--- src/design/lsr_pkg.sv ---
// constants and types for the light sensor serial register port
package lsr_pkg;
    // slave addresses selected by the strap
    localparam logic [6:0] ADDR_STRAP_LO = 7'h10;
    localparam logic [6:0] ADDR_STRAP_HI = 7'h11;
    // register offsets
    localparam logic [7:0] OFF_PROD_LO   = 8'h00;
    localparam logic [7:0] OFF_PROD_HI   = 8'h01;
    localparam logic [7:0] OFF_OP_SETUP  = 8'h03;
    localparam logic [7:0] OFF_INT_PER   = 8'h04;
    localparam logic [7:0] OFF_GAIN_SEL  = 8'h05;
    // reset values
    localparam logic [3:0] OP_SETUP_RST  = 4'h4;
    localparam logic [7:0] INT_PER_RST   = 8'h94;
    localparam logic [7:0] GAIN_SEL_RST  = 8'hff;
    localparam logic [3:0] GAIN_MUL_RST  = 4'hf;
    // field positions
    localparam int         PD_BIT        = 1;
    // bit counts
    localparam logic [3:0] BITS_PER_BYTE = 4'h8;
    // integration unit: 2.7 ms at 20 MHz
    localparam int         UNIT_NS       = 2700000;
    localparam int         CLK_PERIOD_NS = 50;
    localparam int         UNIT_CYC      = UNIT_NS / CLK_PERIOD_NS;

    typedef enum logic [2:0] {
        ST_IDLE, ST_ADDR, ST_ACK, ST_WR, ST_RD, ST_MACK, ST_SKIP
    } lsr_state_t;
endpackage

--- src/design/lsr_i2c_port.sv ---
// two-wire slave port, register map and integration timer of the light sensor
`timescale 1ns/1ps
module lsr_i2c_port #(
    parameter int         UNIT_CYC = lsr_pkg::UNIT_CYC,
    parameter logic [7:0] PROD_LO  = 8'h5a,  // arbitrary value
    parameter logic [7:0] PROD_HI  = 8'ha5   // arbitrary value
) (
    // clock and reset
    input  wire logic        clk,
    input  wire logic        nrst,
    // bus pins
    input  wire logic        scl_pin,
    input  wire logic        sda_pin_in,
    output logic             sda_pin_out,
    output logic             sda_pin_oe,
    input  wire logic        addr_strap,
    // converter side
    input  wire logic [15:0] bb_adc,
    input  wire logic [15:0] ir_adc,
    output logic             conv_done,
    output logic [15:0]      broadband_channel_result,
    output logic [15:0]      infrared_channel_result,
    // control out
    output logic             power_down_ctl,
    output logic [7:0]       integration_time_field,
    output logic [3:0]       gain_multiplier
);
    localparam int UW = $clog2(UNIT_CYC + 1);

    logic scl_m, scl_s, scl_d, sda_m, sda_s, sda_d, strap_m, strap_s;
    logic rise, fall, start, stop;
    lsr_pkg::lsr_state_t st_q;
    logic [3:0] cnt_q, op_q;
    logic [7:0] sh_q, tx_q, ptr_q;
    logic       rw_q, first_q, mack_q;
    logic [6:0] my_addr;
    logic [7:0] tig_q, cg_q;
    logic [7:0] rd_byte;
    logic       rd_load;
    // two-entry write buffer
    logic [15:0] buf_mem [2];
    logic        buf_wp, buf_rp;
    logic [1:0]  buf_cnt;
    logic        fill_valid, fill_ready, drain_valid, drain_ready;
    logic [15:0] drain_data;
    // timer
    logic [UW-1:0] unit_q;
    logic [7:0]    per_q;
    logic          end_conv;

    function automatic logic [7:0] reg_read(input logic [7:0] a, input logic [3:0] op,
                                            input logic [7:0] integration_time, input logic [7:0] cg);
        if (a == lsr_pkg::OFF_PROD_LO) begin
            reg_read = PROD_LO;
        end else if (a == lsr_pkg::OFF_PROD_HI) begin
            reg_read = PROD_HI;
        end else if (a == lsr_pkg::OFF_OP_SETUP) begin
            reg_read = {4'h0, op};
        end else if (a == lsr_pkg::OFF_INT_PER) begin
            reg_read = integration_time;
        end else if (a == lsr_pkg::OFF_GAIN_SEL) begin
            reg_read = cg;
        end else begin
            reg_read = 8'h00;
        end
    endfunction

    // pin synchronisers
    always_ff @(posedge clk) begin
        if (!nrst) begin
            scl_m   <= 1'b1;
            scl_s   <= 1'b1;
            scl_d   <= 1'b1;
            sda_m   <= 1'b1;
            sda_s   <= 1'b1;
            sda_d   <= 1'b1;
            strap_m <= 1'b0;
            strap_s <= 1'b0;
        end else begin
            scl_m   <= scl_pin;
            scl_s   <= scl_m;
            scl_d   <= scl_s;
            sda_m   <= sda_pin_in;
            sda_s   <= sda_m;
            sda_d   <= sda_s;
            strap_m <= addr_strap;
            strap_s <= strap_m;
        end
    end

    assign rise    = scl_s & ~scl_d;
    assign fall    = ~scl_s & scl_d;
    assign start   = scl_s & scl_d & sda_d & ~sda_s;
    assign stop    = scl_s & scl_d & ~sda_d & sda_s;
    assign my_addr = strap_s ? lsr_pkg::ADDR_STRAP_HI : lsr_pkg::ADDR_STRAP_LO;
    assign rd_byte = reg_read(ptr_q, op_q, tig_q, cg_q);
    assign rd_load = fall & ((st_q == lsr_pkg::ST_ACK & rw_q) |
                             (st_q == lsr_pkg::ST_MACK & ~mack_q));
    assign fill_valid = fall & st_q == lsr_pkg::ST_WR & cnt_q == lsr_pkg::BITS_PER_BYTE
                        & ~first_q;
    assign fill_ready = buf_cnt != 2'd2;

    // bus state machine, oversampled by clk for both bus speeds
    always_ff @(posedge clk) begin
        if (!nrst) begin
            st_q    <= lsr_pkg::ST_IDLE;
            cnt_q   <= 4'h0;
            sh_q    <= 8'h00;
            tx_q    <= 8'h00;
            ptr_q   <= 8'h00;
            rw_q    <= 1'b0;
            first_q <= 1'b0;
            mack_q  <= 1'b1;
            sda_pin_oe <= 1'b0;
            sda_pin_out <= 1'b0; // open drain, only ever pulls low
        end else if (stop) begin
            st_q       <= lsr_pkg::ST_IDLE;
            sda_pin_oe <= 1'b0;
        end else if (start) begin
            st_q       <= lsr_pkg::ST_ADDR;
            cnt_q      <= 4'h0;
            sda_pin_oe <= 1'b0;
        end else begin
            case (st_q)
                lsr_pkg::ST_ADDR: begin
                    if (rise) begin
                        sh_q  <= {sh_q[6:0], sda_s};
                        cnt_q <= cnt_q + 4'h1;
                    end else if (fall && cnt_q == lsr_pkg::BITS_PER_BYTE) begin
                        if (sh_q[7:1] == my_addr) begin
                            sda_pin_oe <= 1'b1;
                            rw_q       <= sh_q[0];
                            first_q    <= ~sh_q[0];
                            st_q       <= lsr_pkg::ST_ACK;
                        end else begin
                            st_q <= lsr_pkg::ST_SKIP;
                        end
                    end
                end
                lsr_pkg::ST_ACK: begin
                    if (fall) begin
                        if (rw_q) begin
                            tx_q       <= rd_byte;
                            ptr_q      <= ptr_q + 8'h01;
                            sda_pin_oe <= ~rd_byte[7];
                            cnt_q      <= 4'h1;
                            st_q       <= lsr_pkg::ST_RD;
                        end else begin
                            sda_pin_oe <= 1'b0;
                            cnt_q      <= 4'h0;
                            st_q       <= lsr_pkg::ST_WR;
                        end
                    end
                end
                lsr_pkg::ST_WR: begin
                    if (rise) begin
                        sh_q  <= {sh_q[6:0], sda_s};
                        cnt_q <= cnt_q + 4'h1;
                    end else if (fall && cnt_q == lsr_pkg::BITS_PER_BYTE) begin
                        st_q    <= lsr_pkg::ST_ACK;
                        first_q <= 1'b0;
                        if (first_q) begin
                            ptr_q      <= sh_q;
                            sda_pin_oe <= 1'b1;
                        end else if (fill_ready) begin
                            ptr_q      <= ptr_q + 8'h01;
                            sda_pin_oe <= 1'b1;
                        end else begin
                            sda_pin_oe <= 1'b0;
                        end
                    end
                end
                lsr_pkg::ST_RD: begin
                    if (fall) begin
                        if (cnt_q == lsr_pkg::BITS_PER_BYTE) begin
                            sda_pin_oe <= 1'b0;
                            st_q       <= lsr_pkg::ST_MACK;
                        end else begin
                            tx_q       <= {tx_q[6:0], 1'b0};
                            sda_pin_oe <= ~tx_q[6];
                            cnt_q      <= cnt_q + 4'h1;
                        end
                    end
                end
                lsr_pkg::ST_MACK: begin
                    if (rise) begin
                        mack_q <= sda_s;
                    end else if (fall) begin
                        if (!mack_q) begin
                            tx_q       <= rd_byte;
                            ptr_q      <= ptr_q + 8'h01;
                            sda_pin_oe <= ~rd_byte[7];
                            cnt_q      <= 4'h1;
                            st_q       <= lsr_pkg::ST_RD;
                        end else begin
                            st_q <= lsr_pkg::ST_SKIP;
                        end
                    end
                end
                default: begin
                    sda_pin_oe <= 1'b0;
                end
            endcase
        end
    end

    // write buffer; register port busy with a read load stalls the drain
    assign drain_valid = buf_cnt != 2'd0;
    assign drain_ready = ~rd_load;
    assign drain_data  = buf_mem[buf_rp];

    always_ff @(posedge clk) begin
        if (!nrst) begin
            buf_wp  <= 1'b0;
            buf_rp  <= 1'b0;
            buf_cnt <= 2'd0;
            buf_mem[0] <= 16'h0000;
            buf_mem[1] <= 16'h0000;
        end else begin
            if (fill_valid && fill_ready) begin
                buf_mem[buf_wp] <= {ptr_q, sh_q};
                buf_wp          <= ~buf_wp;
            end
            if (drain_valid && drain_ready) begin
                buf_rp <= ~buf_rp;
            end
            buf_cnt <= buf_cnt + 2'(fill_valid && fill_ready) - 2'(drain_valid && drain_ready);
        end
    end

    // register file
    always_ff @(posedge clk) begin
        if (!nrst) begin
            op_q  <= lsr_pkg::OP_SETUP_RST;
            tig_q <= lsr_pkg::INT_PER_RST;
            cg_q  <= lsr_pkg::GAIN_SEL_RST;
        end else if (drain_valid && drain_ready) begin
            if (drain_data[15:8] == lsr_pkg::OFF_OP_SETUP) begin
                op_q <= drain_data[3:0];
            end else if (drain_data[15:8] == lsr_pkg::OFF_INT_PER) begin
                tig_q <= drain_data[7:0];
            end else if (drain_data[15:8] == lsr_pkg::OFF_GAIN_SEL) begin
                cg_q <= drain_data[7:0];
            end
        end
    end

    // control outputs
    always_ff @(posedge clk) begin
        if (!nrst) begin
            power_down_ctl         <= 1'b0;
            integration_time_field <= lsr_pkg::INT_PER_RST;
            gain_multiplier        <= lsr_pkg::GAIN_MUL_RST;
        end else begin
            power_down_ctl         <= op_q[lsr_pkg::PD_BIT];
            integration_time_field <= tig_q;
            if (cg_q[7:4] == cg_q[3:0]) begin
                gain_multiplier <= cg_q[3:0];
            end
        end
    end

    // integration timer in 2.7 ms units
    assign end_conv = unit_q == UW'(UNIT_CYC - 1) && ({1'b0, per_q} + 9'h001 >= {1'b0, tig_q});
    always_ff @(posedge clk) begin
        if (!nrst || power_down_ctl) begin
            unit_q <= '0;
            per_q  <= 8'h00;
        end else if (unit_q == UW'(UNIT_CYC - 1)) begin
            unit_q <= '0;
            per_q  <= end_conv ? 8'h00 : per_q + 8'h01;
        end else begin
            unit_q <= unit_q + UW'(1);
        end
    end

    always_ff @(posedge clk) begin
        if (!nrst) begin
            conv_done                <= 1'b0;
            broadband_channel_result <= 16'h0000;
            infrared_channel_result  <= 16'h0000;
        end else begin
            conv_done <= end_conv;
            if (end_conv) begin
                broadband_channel_result <= bb_adc;
                infrared_channel_result  <= ir_adc;
            end
        end
    end

    a_stop_to_idle: assert property (@(posedge clk) disable iff (!nrst)
        stop |=> st_q == lsr_pkg::ST_IDLE && !sda_pin_oe) else $error("stop not honoured");
    a_start_to_addr: assert property (@(posedge clk) disable iff (!nrst)
        start && !stop |=> st_q == lsr_pkg::ST_ADDR && cnt_q == 4'h0) else $error("start missed");
    a_addr_ack_drive: assert property (@(posedge clk) disable iff (!nrst)
        st_q == lsr_pkg::ST_ADDR && fall && cnt_q == 4'h8 && sh_q[7:1] == my_addr && !start && !stop
        |=> sda_pin_oe) else $error("no address acknowledge");
    a_mismatch_silent: assert property (@(posedge clk) disable iff (!nrst)
        st_q == lsr_pkg::ST_SKIP |-> !sda_pin_oe) else $error("drive while ignored");
    a_sda_change_low: assert property (@(posedge clk) disable iff (!nrst)
        $changed(sda_pin_oe) && !$past(start) && !$past(stop) |-> !$past(scl_s))
        else $error("sda changed with scl high");
    a_pd_halts_conv: assert property (@(posedge clk) disable iff (!nrst)
        power_down_ctl [*3] |-> !conv_done) else $error("conversion in power-down");
    a_conv_latch: assert property (@(posedge clk) disable iff (!nrst)
        end_conv |=> conv_done && broadband_channel_result == $past(bb_adc)
        && infrared_channel_result == $past(ir_adc) && per_q == 8'h00) else $error("result not latched");
    a_ro_no_write: assert property (@(posedge clk) disable iff (!nrst)
        drain_valid && drain_ready && (drain_data[15:8] < lsr_pkg::OFF_OP_SETUP
        || drain_data[15:8] > lsr_pkg::OFF_GAIN_SEL)
        |=> $stable(op_q) && $stable(tig_q) && $stable(cg_q)) else $error("read-only altered");
    a_sample_rise: assert property (@(posedge clk) disable iff (!nrst)
        st_q == lsr_pkg::ST_WR && rise && !start && !stop |=> sh_q[0] == $past(sda_s))
        else $error("bit not sampled");
endmodule

--- config.mk ---
export PLATFORM = sky130hd
export DESIGN_NAME = lsr_i2c_port
export DESIGN_NICKNAME = d
export VERILOG_FILES = /design/src/design/lsr_pkg.sv /design/src/design/lsr_i2c_port.sv
export SDC_FILE = /design/constraint.sdc
export NUM_CORES = 1
export LEC_CHECK = 0
export BUFFER_PORTS_ARGS = -buffer_cell sky130_fd_sc_hd__buf_2
export CAP_MARGIN = 20
export CORE_MARGIN = 1
export CORE_UTILIZATION = 59
export DETAILED_ROUTE_END_ITERATION = 8
export HOLD_SLACK_MARGIN = 0.08
export PLACE_DENSITY = 0.81
export SLEW_MARGIN = 20
export SYNTH_ARGS = -nofsm -noshare
export SYNTH_HDL_FRONTEND = slang
export SYNTH_SLANG_ARGS = --single-unit
--- constraint.sdc ---
create_clock -name clk -period 3.6 [get_ports clk]
set_input_delay 0.18 -clock clk [delete_from_list [all_inputs] [get_ports clk]]
set_output_delay 0.18 -clock clk [all_outputs]
set_load 0.1 [all_outputs]
# After elaboration in Yosys (flattened, before gate mapping)
# Memory sizes are Yosys's and may differ from the RTL's. A register that Yosys moved wholly into a read port is not among the register bits.
# Index checks and enable logic that the tools add are counted.
# word_totals
mem_bits_rw	32
inputBits	37
rom_bits	0
latchBits	0
output_inout_bits	48
wordCells	227
memories	1
ff_bits	136
# op_classes
shift	0
bitwise	32
multipliers	0
magnitude_cmp	1
n_div	0
add_sub_neg	7
n_reduce_logical	32
eq_ne	43
muxes	79
# memory_table
memory	words	word_bits	rd	rd_ports_with_merged_regs	wr	line_no	source
buf_mem	2	16	1	1	2	lsr_i2c_port.sv:41	logic [15:0] buf_mem [2];
# ops
operator	count
two-way mux 8 bit	15
two-way mux 7 bit	7
AND reduction 10 bit	4
two-way mux 3 bit	11
inequality test 3 bit, second input constant	11
== test 8 x 3 -> 1 bit, second input constant	4
two-way mux 4 bit	8
two-way mux 1 bit	30
inequality test 2 bit, second input constant	13
one-hot mux 8 bit (3 select lines)	1
one-hot mux 7 bit (3 select lines)	1
NOT 1 bit	18
adder 16 x 1 -> 16 bit, second input constant	1
adder 8 x 1 -> 8 bit, second input constant	2
== test 16 bit, second input constant	1
== test 8 x 2 -> 1 bit, second input constant	2
two-way mux 16 bit	1
one-hot mux 4 bit (4 select lines)	1
OR reduction 16 bit	1
one-hot mux 3 bit (5 select lines)	1
bitwise AND 1 bit	13
AND reduction 4 bit	3
AND reduction 11 bit	1
nonzero test 5 bit	2
other kinds (33)	42

# Logic depth before layout (Yosys ltp)
# Gate-level depths: netlist (run 1).
# logic_depth
ltp_word	11
mapped_depth	11

# Worst setup path before layout (run 1)
# Ideal clock, no wire load.
# synth_timing
kind	register to register
start	reg per_q[0]
end	reg per_q[5]
required_time_ps	3526
synth_period_minus_slack_ps	3093
arrival_time_ps	3019
stages_incl_launch_ff	12
path_slack_ps	507
path_buffers	1
setup_ps	74
path_cell_list	dfxtp_1 > ha_1 > nand3_1 > o21a_1 > or2_2 > ha_1 > and3_1 > a221o_1 > a41oi_1 > clkbuf_1 > nand4b_1 > a31oi_1
# synth_between
elab_chain_len	4
# synth_rtl
element	line_no	source
start, declared	lsr_i2c_port.sv:48	logic [7:0] per_q;
start signal, assigned	lsr_i2c_port.sv:271	per_q <= end_conv ? 8'h00 : per_q + 8'h01;
adder 8 x 1 -> 9 bit	lsr_i2c_port.sv:264	assign end_conv = unit_q == UW'(UNIT_CYC - 1) && ({1'b0, per_q} + 9'h001 >= {1'b0, tig_q});
>= comparator 9 x 8 -> 1 bit	lsr_i2c_port.sv:264	
logical AND 1 bit	lsr_i2c_port.sv:264	
two-way mux 8 bit *	lsr_i2c_port.sv:271	
# Every way passes the cells marked *; elsewhere a longest branch is shown, timed or not.
# A chain may end at the register's enable or synchronous reset.

# Worst setup path in the final report (run 1)
# layout_timing
start	reg per_q[0]
end	reg broadband_channel_result[5]
# layout_between
elab_chain_len	3
# layout_rtl
element	line_no	source
adder 8 x 1 -> 9 bit	lsr_i2c_port.sv:264	
>= comparator 9 x 8 -> 1 bit	lsr_i2c_port.sv:264	
logical AND 1 bit	lsr_i2c_port.sv:264	
end signal, assigned	lsr_i2c_port.sv:280	broadband_channel_result <= 16'h0000;
end signal, assigned	lsr_i2c_port.sv:285	broadband_channel_result <= bb_adc;
end, declared	lsr_i2c_port.sv:21	output logic [15:0] broadband_channel_result,
# No other way between the ends.

==> results of run 1 <==
==> timing repair <==
action                                 CTS  global route
endpoints found under the hold margin   35             0
hold buffers                            35             0
gates resized for setup                  0             0
setup endpoints to repair                0             8
buffers inserted                         0             7
==> cells in the final DEF (no fill, tap or decap), types with 5 or more instances in the layout <==
cell type	count
inv_1	31
o21ai_0	21
nor2b_1	11
dlygate4sd3_1	35
and2_1	35
a211oi_1	6
a31oi_1	16
o32ai_1	5
nor4_1	9
mux2i_1	55
ha_1	17
nand4b_1	6
nand2b_1	20
nand3_1	20
buf_2	82
mux2_2	12
nor2_1	45
clkbuf_8	5
xor2_1	11
dfxtp_1	137
a21oi_1	34
buf_4	21
clkbuf_16	18
nand4_1	9
xnor2_1	15
edfxtp_1	32
nand3b_1	8
nor3b_1	6
nand2_1	153
nor3_1	18
==> layout make-up <==
type	count	area, µm²	area share
inverter	31	116	0.0123
multi-input combinational	608	3880	0.412
sequential	169	3700	0.393
clock inverter	5	31.3	0.00332
tap	176	220	0.0234
timing repair buffer	139	938	0.0995
clock buffer	27	534	0.0567
==> how the worst max path moves through the flow <==
stage,start,endpoint,slack [ps],cells after the start
after floorplan,per_q[0]$_SDFFE_PP0P_,per_q[5]$_SDFFE_PP0P_,510,11
after global placement,per_q[0]$_SDFFE_PP0P_,broadband_channel_result[7]$_SDFFE_PN0P_,340,11
after detailed placement,per_q[0]$_SDFFE_PP0P_,infrared_channel_result[14]$_SDFFE_PN0P_,260,11
after CTS,per_q[0]$_SDFFE_PP0P_,infrared_channel_result[14]$_SDFFE_PN0P_,220,11
after global routing,per_q[0]$_SDFFE_PP0P_,broadband_channel_result[5]$_SDFFE_PN0P_,100,11
final,per_q[0]$_SDFFE_PP0P_,broadband_channel_result[5]$_SDFFE_PN0P_,270,11
==> layer usage <==
| metal | global-route usage | vias to the layer above | part of all wire |
|---|---|---|---|
| met5 | 0 | - | 0 |
| met4 | 0.128 | 0 | 0.034 |
| met2 | 0.464 | 226 | 0.48 |
| met1 | 0.343 | 3139 | 0.43 |
| li1 | - | 3226 | - |
| met3 | 0.0586 | 51 | 0.059 |
==> state kept, by name, summed over array words and instances, names as in the netlist, 2 cells and up, named ones only <==
register                  count
tx_q                          7
cg_q                          8
buf_mem                      32
ptr_q                         8
integration_time_field        8
op_q                          4
buf_cnt                       2
unit_q                       16
cnt_q                         4
per_q                         8
gain_multiplier               4
tig_q                         8
broadband_channel_result     16
st_q                          3
infrared_channel_result      16
sh_q                          8
==> where the power goes <==
part / internal (mW) / switching, mW
combinational: 0.162 / 0.189
sequential: 1.98 / 0.0598
clock: 1.01 / 0.718
total: 3.16 / 0.967
==> worst min-delay path, cell delays in order <==
cell and delay (ps):
buf_4 140, inv_1 130, nor4_1 70
==> cell families after synthesis <==
group,Yosys count
simple gates,371
flops,169
compound gates,126
buf+inv,83
mux,67
xor+xnor,26
fa+ha+maj,17
other cells,1
==> metrics by stage <==
step	setup WS, ps	instance area (µm²)	std cells
2_1_floorplan	507	7940	860
3_3_place_gp	344	8430	1081
3_5_place_dp	256	8430	1081
4_1_cts	220	9350	1148
5_1_grt	96.0	9430	1155
6_report	265	9430	1155
==> summary.txt, run 1 <==
Detailed routing
  • Antenna viol nets, final: 0
  • DRC violations left: 0
  • Routed len/inst: 16.4 µm
  • First DRT Iteration DRCs: 516
  • Vias: ~6600
  • Pre-antenna DRT Iters: 5
  • Vias per cell: about 5.8
  • Routed wire length: about 19000 µm

Die
  • Core Area: 13200 µm²
  • Die H: 118 µm
  • Rows: 42
  • DIE AREA: 13900 µm²
  • Die Wd: 118 µm
  • Initial core utilization: 0.602
  • I/O pin total: 85

STA
  • Least-Margin Pin Slew: 826 ps
  • Max frequency: 300 MHz
  • Setup Total Neg Slack: 0 ps
  • Endpoints failing hold: 0
  • Worst slew margin: 0.449
  • Final worst-path cycle share: 0.926
  • Hold slack final: 272 ps
  • Final Max Tran Viols: 0
  • Fin crit period: 3330 ps
  • Final setup violation count: 0
  • Final setup skew: between 9 and 10 ps
  • RSZ-0062 raised after global routing: false

Flow run
  • Max Cap Viol: 0

Logic synthesis
  • Synth Warn #: 0
  • Synth Cell Area: around 8000 µm²
  • Synth Area in XOR/XNOR: 0.0287
  • Synth unique cells: 74
  • Post-Synth Simple-Gate Area: 0.239
  • Post-synthesis sequential area ratio: 0.466
  • Post-Synth Adder-Cell Area: 0.0268
  • Post-synth top flop: dfxtp_1
  • Number of synthesized flops with an enable pin: 32
  • Compound-Gate Fraction of Synth Area: 0.105
  • Post-synth top area share: 0.345
  • Synth top area cells: dfxtp_1, edfxtp_1, nand2_1
  • Synthesized instance count: 860
  • Post-synthesis mux area share: 0.0863
  • Count leader, synth: nand2_1
  • Average cell area after synthesis: between 9 and 10 µm²
  • Post-synth top cells: nand2_1, dfxtp_1, mux2i_1
  • Largest family of logic cells by synthesized area: simple AND/OR/NAND/NOR gates
  • Synth area leader: dfxtp_1
  • Yosys reg bits: around 170
  • Share of flip-flops with an asynchronous set or reset: 0
  • Syn nets: 914

Global routing
  • Vias in the first global route: roughly 6000
  • First-pass GRT wire length: between 30000 and 40000 µm
  • Total grt overflow: 0
  • Antenna violations before repair: 0
  • Largest net degree at the start of global routing: 64
  • Tot GR Track Use: 0.278

Worst setup path
  • Type of destination of the critical path: flip-flop
  • Crit path cell chain: ha_1, nand3_1, o21a_1, or2_2, ha_1, and3_1, a221o_1, a41oi_1, a21oi_4, buf_4, mux2i_1
  • Arrival @ worst endpoint: 3640 ps
  • Internal reg-to-reg setup slack: ~270 ps
  • CP most frequent cell: ha_1
  • R2r startpoint: per_q[0]$_SDFFE_PP0P_
  • CP top delay family: compound AO/OA/AOI/OAI gates
  • Critical path required time: 3900 ps
  • Max incr delay on CP: about 410 ps
  • R2r endpoint: broadband_channel_result[5]$_SDFFE_PN0P_
  • Worst path bufs/invs: 1
  • Reg2Reg Depth: 11
  • CP max-delay cell: dfxtp_1
  • Crit path max fanout: 10
  • CP startpoint kind: flip-flop
  • Critical path type: reg2reg

Worst hold path
  • HP Start: nrst
  • Worst Hold Class: in2reg
  • Hold depth: 3
  • Hold EP: buf_mem[1][8]$_SDFFCE_PN0P_

Finish
  • Nets: between 1000 and 1500
  • # diodes: 0
  • Fill count: 881
  • Utilization after layout: 0.715
  • Fraction of layout cells with a size suffix above 1: 0.160
  • Layout area overhead: 18.7%

Clock network
  • H-tree Lvls: 4
  • Reg clk slew, reported paths: 70 ps
  • Later-pin clock latency in the skew report: 430 ps
  • Clock sinks: roughly 170
  • Max clock buf depth: 2
  • Total CTS buffers: 17
  • Clock Tree Root: clkbuf_16
  • CTS tree: done

Power
  • Maximum vdd ir drop: approximately 0.31 mV
  • Total power: 4.12 mW
  • Lkg Pwr: 3.61 nW
  • PD cells: roughly 440 nW/µm²

Run status
  • Status: finished clean

Place
  • GP Congestion: 0.824
  • DP HPWL: 11300 µm
  • PortBufs: 83
Note: power is estimated with default switching activity, not from simulation.
==> inputs of run 2 (changes only) <==
==> constraint.sdc (replaced) <==
create_clock -name clk -period 3.2 [get_ports clk]
set_input_delay 0.16 -clock clk [delete_from_list [all_inputs] [get_ports clk]]
set_output_delay 0.16 -clock clk [all_outputs]
set_load 0.1 [all_outputs]
==> run 2 against run 1 <==
Net effect: cell area up 0.78%; worst hold slack got worse by 130 ps; global-route usage increased by 0.45 points; maximum frequency is 13% higher; largest cell class unchanged; count of clock-buffer cells in the layout down 3; flip-flop and latch count unchanged; worst setup slack got worse by 7.1 ps; critical path depth stayed put; clock power is 21% higher; sequential share of layout area fell by 0.31 points; via count up 2.3%.
==> summary.txt, run 2 (synthesized netlist as in run 1, its figures left out) <==
Run status
  • Status: finished clean

Finish
  • Largest register FFs: 32 (unchanged)
  • Layout area overhead: 19.6%
  • Fraction of layout cells with a size suffix above 1: 0.166 (+0.00596)
  • Largest Register: buf_mem
  • Most frequent cells in the layout: nand2_1, dfxtp_1, buf_2, mux2i_1, nor2_1
  • # diodes: 0 (unchanged)
  • Non-filler instance count after layout: 1162 (+0.61%)
  • Commonest non-fill, non-tap cell in the layout: nand2_1
  • Nets: 1027 (+0.69%)

Die
  • Initial core utilization: 0.602 (unchanged)
  • Die H: 118 µm (unchanged)
  • Die Wd: 118 µm (unchanged)
  • Core Area: 13200 µm² (unchanged)
  • DIE AREA: 13900 µm² (unchanged)
  • I/O pin total: 85 (unchanged)
  • Rows: 42 (unchanged)

Detailed routing
  • WL met3: 1300 µm (+17%)
  • Routed wire length: 19600 µm (+3.4%)
  • Antenna viol nets, final: 0 (unchanged)
  • First DRT Iteration DRCs: 509 (-1.4%)
  • Metal-1 WL: 8170 µm (+0.50%)
  • Vias per cell: 5.85 (+1.6%)
  • Vias: 6792 (+2.3%)
  • Top layer in use: met4
  • Routed wl met2: 9590 µm (+5.4%)
  • Pre-antenna DRT Iters: 5 (unchanged)
  • Routed len/inst: 16.9 µm (+2.7%)
  • DRC violations left: 0 (unchanged)

Global routing
  • Antenna violations before repair: 0 (unchanged)
  • Total grt overflow: 0 (unchanged)
  • Vias in the first global route: 6352 (+2.9%)
  • First-pass GRT wire length: 31400 µm (+2.7%)
  • Largest net degree at the start of global routing: 59 (-7.8%)
  • Tot GR Track Use: 0.282 (+0.00447)

STA
  • Worst slew margin: 0.468 (+0.0197)
  • Endpoints failing hold: 0 (unchanged)
  • Hold slack final: 144 ps (-128 ps)
  • Least-Margin Pin Slew: 796 ps (-29.5 ps)
  • Final setup skew: 9.88 ps (+0.864 ps)
  • Fin crit period: 2940 ps (-393 ps)
  • Max frequency: 340 MHz (+13%)
  • Setup Total Neg Slack: 0 ps (unchanged)
  • Final setup violation count: 0 (unchanged)
  • Final worst-path cycle share: 0.919 (-0.00697)
  • Final Max Tran Viols: 0 (unchanged)
  • RSZ-0062 raised after global routing: false

Power
  • PD cells: 504 nW/µm² (+15%)
  • Maximum vdd ir drop: 0.357 mV (+17%)
  • Lkg Pwr: 3.66 nW (+1.4%)
  • Total power: 4.79 mW (+16%)

Place
  • GP Congestion: 0.826 (+0.28%)
  • PortBufs: 83 (unchanged)
  • Post-placement cell count: 1092 (+1.0%)
  • DP HPWL: 11700 µm (+3.7%)

Worst setup path
  • Critical path required time: 3540 ps (-360 ps)
  • Crit path max fanout: 9 (-1)
  • CP startpoint kind: flip-flop
  • Arrival @ worst endpoint: 3280 ps (-360 ps)
  • Critical path type: reg2reg
  • Type of destination of the critical path: flip-flop

Clock network
  • Clock Tree Root: clkbuf_16
  • H-tree Lvls: 4 (unchanged)
  • Reg clk slew, reported paths: 70 ps (about the same)
  • Max clock buf depth: 2 (unchanged)
  • CTS tree: done
  • Clock sinks: 169 (unchanged)
  • Total CTS buffers: 17 (unchanged)
  • Later-pin clock latency in the skew report: 430 ps (about the same)

Worst hold path
  • Worst Hold Class: in2reg

Flow run
  • Max Cap Viol: 0 (unchanged)
## run 2: cell count changes in the layout (fill, tap and decap cells not counted), sizes merged
cell	before	now
buf	104	111
clkinvlp	2	0
clkinv	2	4
clkbuf	27	24
bufinv	0	3
## run 2: what timing repair did
item | 4_1_cts | 5_1_grt
endpoints found under the setup margin | 0 | 17
hold buffers | 35 | 0
hold endpoints to repair | 35 | 0
setup buffers | 0 | 3
gates resized for setup | 0 | 1
## run 2: critical path: stages (launching register included)
cell     delay (ps)
dfxtp_1         370
ha_1            240
nand3_1         110
o21a_1          210
or2_2           290
ha_1            290
and3_1          200
a221o_1         330
a41oi_2         250
a21oi_4         120
buf_4           220
mux2i_1         230
## run 2: metrics by stage
stage | setup WS, ps | cell area (µm²) | util
after floorplan | 107 | 7940 | -
after global placement | 145 | 8510 | 0.646
after detailed placement | 55.7 | 8510 | 0.646
after CTS | 45.7 | 9460 | 0.717
after global routing | 73.8 | 9500 | 0.720
final | 258 | 9500 | 0.720
## run 2: layout make-up
cell class                      instances  area [µm²]
Fill cell                             915        3690
Timing Repair Buffer                  146         978
Sequential cell                       169        3700
Tap cell                              176         220
Clock inverter                          8         116
Multi-Input combinational cell        608        3880
Clock buffer                           24         482
Inverter                               31         116
## run 2: report_power, final
part | leakage [nW] | switching, mW | internal, mW
sequential | 1.42 | 0.0660 | 2.23
combinational | 1.95 | 0.218 | 0.185
clock | 0.298 | 0.806 | 1.29
## run 2: worst paths after layout
| kind | start | end | slack (ps) | cells past startpoint |
|---|---|---|---|---|
| worst min register to register | sda_m$_SDFF_PN1_ | sda_s$_SDFF_PN1_ | 410 | 1 |
| worst max-delay path | per_q[1]$_SDFFE_PP0P_ | infrared_channel_result[0]$_SDFFE_PN0P_ | 260 | 11 |
| worst max register to register | per_q[1]$_SDFFE_PP0P_ | infrared_channel_result[0]$_SDFFE_PN0P_ | 260 | 11 |
| worst min-delay path | nrst | gain_multiplier[3]$_SDFFE_PN1N_ | 140 | 2 |
## run 2: layer usage
metal,global-route usage,vias to the layer above
met1,0.346,3202
li1,-,3254
met3,0.0567,47
met4,0.123,0
met5,0,-
met2,0.481,289
==> inputs of run 3 (changes only) <==
--- a/config.mk
+++ b/config.mk
@@ -7,8 +7,10 @@
 export LEC_CHECK = 0
 export BUFFER_PORTS_ARGS = -buffer_cell sky130_fd_sc_hd__buf_2
 export CAP_MARGIN = 20
+export CELL_PAD_IN_SITES_DETAIL_PLACEMENT = 1
+export CELL_PAD_IN_SITES_GLOBAL_PLACEMENT = 2
 export CORE_MARGIN = 1
-export CORE_UTILIZATION = 59
+export CORE_UTILIZATION = 37
 export DETAILED_ROUTE_END_ITERATION = 8
 export HOLD_SLACK_MARGIN = 0.08
 export PLACE_DENSITY = 0.81
==> run 3 against run 2 <==
Net effect: die area is 58% higher; critical path depth stayed put; power is 4.9% higher; non-clock buffer count is 7 higher; sequential share of layout area is 1.1 points lower; cell area is 2.8% higher; register-to-register slack hardly changed; count of clock-buffer cells in the layout is 1 lower; worst setup slack better by 11 ps; flip-flop and latch count stayed put; sequential power hardly changed; largest power group is now the clock network.
==> summary.txt, run 3 (synthesized netlist as in run 1, its figures left out) <==
Finish
  • Fraction of layout cells with a size suffix above 1: 0.171 (+0.00487)
  • Largest register FFs: 32 (unchanged)
  • Largest Register: buf_mem
  • Layout area overhead: 23.0%
  • # diodes: 0 (unchanged)
  • Nets: 1034 (+0.68%)
  • Utilization after layout: 0.465 (-0.256)
  • Commonest non-fill, non-tap cell in the layout: nand2_1
  • Most frequent cells in the layout: nand2_1, dfxtp_1, buf_2, mux2i_1, nor2_1

Detailed routing
  • Vias per cell: 5.11 (-13%)
  • Routed wire length: 20400 µm (+3.9%)
  • Vias: 6474 (-4.7%)
  • Pre-antenna DRT Iters: 4 (-1)
  • Antenna viol nets, final: 0 (unchanged)
  • Routed len/inst: 16.1 µm (-4.7%)
  • First DRT Iteration DRCs: 236 (-54%)
  • DRC violations left: 0 (unchanged)

Worst setup path
  • Critical path required time: 3560 ps (+20 ps)
  • Max incr delay on CP: 380 ps (about the same)
  • Critical path type: reg2reg
  • CP most frequent cell: ha_1
  • Type of destination of the critical path: flip-flop
  • Crit path cell chain: ha_1, nand3_1, o21a_1, or2_2, ha_1, and3_1, a221o_1, a41oi_2, buf_4, nand4b_1, a31oi_1
  • Crit path max fanout: 13 (+4)
  • Arrival @ worst endpoint: 3290 ps (about the same)
  • CP startpoint kind: flip-flop
  • CP max-delay cell: dfxtp_1

STA
  • RSZ-0062 raised after global routing: false
  • Setup Total Neg Slack: 0 ps (unchanged)
  • Final worst-path cycle share: 0.916 (-0.00358)
  • Fin crit period: 2930 ps (-11.4 ps)
  • Worst slew margin: 0.485 (+0.0168)
  • Least-Margin Pin Slew: 771 ps (-25.1 ps)
  • Endpoints failing hold: 0 (unchanged)
  • Final Max Tran Viols: 0 (unchanged)
  • Final setup skew: 9.24 ps (-0.645 ps)
  • Final setup violation count: 0 (unchanged)
  • Max frequency: 341 MHz (+0.39%)

Place
  • PortBufs: 83 (unchanged)
  • DP HPWL: 14000 µm (+20%)
  • GP Congestion: 0.775 (-6.2%)

Flow run
  • Max Cap Viol: 0 (unchanged)

Clock network
  • H-tree Lvls: 4 (unchanged)
  • CTS tree: done
  • Later-pin clock latency in the skew report: 430 ps (about the same)
  • Clock sinks: 169 (unchanged)
  • Max clock buf depth: 2 (unchanged)
  • Clock Tree Root: clkbuf_16
  • Reg clk slew, reported paths: 70 ps (about the same)
  • Total CTS buffers: 17 (unchanged)

Power
  • PD cells: 514 nW/µm² (+2.0%)
  • Total power: 5.02 mW (+4.9%)
  • Lkg Pwr: 3.73 nW (+1.8%)
  • Maximum vdd ir drop: 0.335 mV (-6.2%)

Die
  • I/O pin total: 85 (unchanged)
  • Core Area: 21000 µm² (+59%)
  • Die H: 149 µm (+26%)
  • Die Wd: 149 µm (+26%)
  • Rows: 53 (+26%)
  • DIE AREA: 22100 µm² (+58%)
  • Initial core utilization: 0.378 (-0.224)

Global routing
  • Total grt overflow: 0 (unchanged)
  • Largest net degree at the start of global routing: 74 (+25%)
  • Vias in the first global route: 6522 (+2.7%)
  • Antenna violations before repair: 0 (unchanged)
  • Tot GR Track Use: 0.194 (-0.0887)
  • First-pass GRT wire length: 33700 µm (+7.2%)

Run status
  • Status: finished clean

Worst hold path
  • Worst Hold Class: reg2reg
[run 3: path summary, 6_finish.rpt]
path                                       startpoint                     to  slack, ps  depth (start not counted)
worst min-delay path                 sda_m$_SDFF_PN1_       sda_s$_SDFF_PN1_        420                          1
worst min register to register       sda_m$_SDFF_PN1_       sda_s$_SDFF_PN1_        420                          1
worst max register to register  per_q[1]$_SDFFE_PP0P_  per_q[7]$_SDFFE_PP0P_        270                         11
worst max-delay path            per_q[1]$_SDFFE_PP0P_  per_q[7]$_SDFFE_PP0P_        270                         11
[run 3: where the power goes]
part / internal [mW] / switching, mW / leakage, nW
clock: 1.45 / 0.873 / 0.326
sequential: 2.22 / 0.0449 / 1.42
combinational: 0.191 / 0.238 / 1.99
total: 3.86 / 1.16 / 3.73
[run 3: final cells by class]
class / count / area, µm²
fillers: 2423 / 11300
multi-input cells: 608 / 3880
flip-flops and latches: 169 / 3700
repair buffers: 153 / 1060
clock buffers: 23 / 510
well taps: 275 / 344
clock inverters: 9 / 158
inverters: 31 / 116
[run 3: worst max-delay path, delay by kind of cell, from the launching register on]
kind            cells  cell delay, ps
fa+ha+maj           2             530
simple gates        4             720
compound gates      4             990
flops               1             380
buf+inv             1             250
[run 3: through the flow]
stage | cell area, µm² | setup WS (ps) | std cells | hold WS (ps)
floorplan | 7940 | 107 | 860 | 261
global placement | 8690 | 151 | 1196 | 344
CTS | 9730 | 88.7 | 1265 | 418
detailed placement | 8690 | 90.5 | 1196 | 345
global route | 9770 | 57.0 | 1268 | 428
finish | 9770 | 269 | 1268 | 416
[run 3: what timing repair did]
item,CTS,global route
gates resized for setup,0,1
setup buffers,0,3
hold buffers,37,0
hold endpoints to repair,38,0
setup endpoints to repair,0,19
[run 3: per-layer routing]
layer,track usage,up-vias,wire (µm)
met4,0.0665,0,314
met1,0.252,3093,9820
met2,0.320,116,9420
met3,0.0362,23,824
met5,0,-,0
li1,-,3242,-
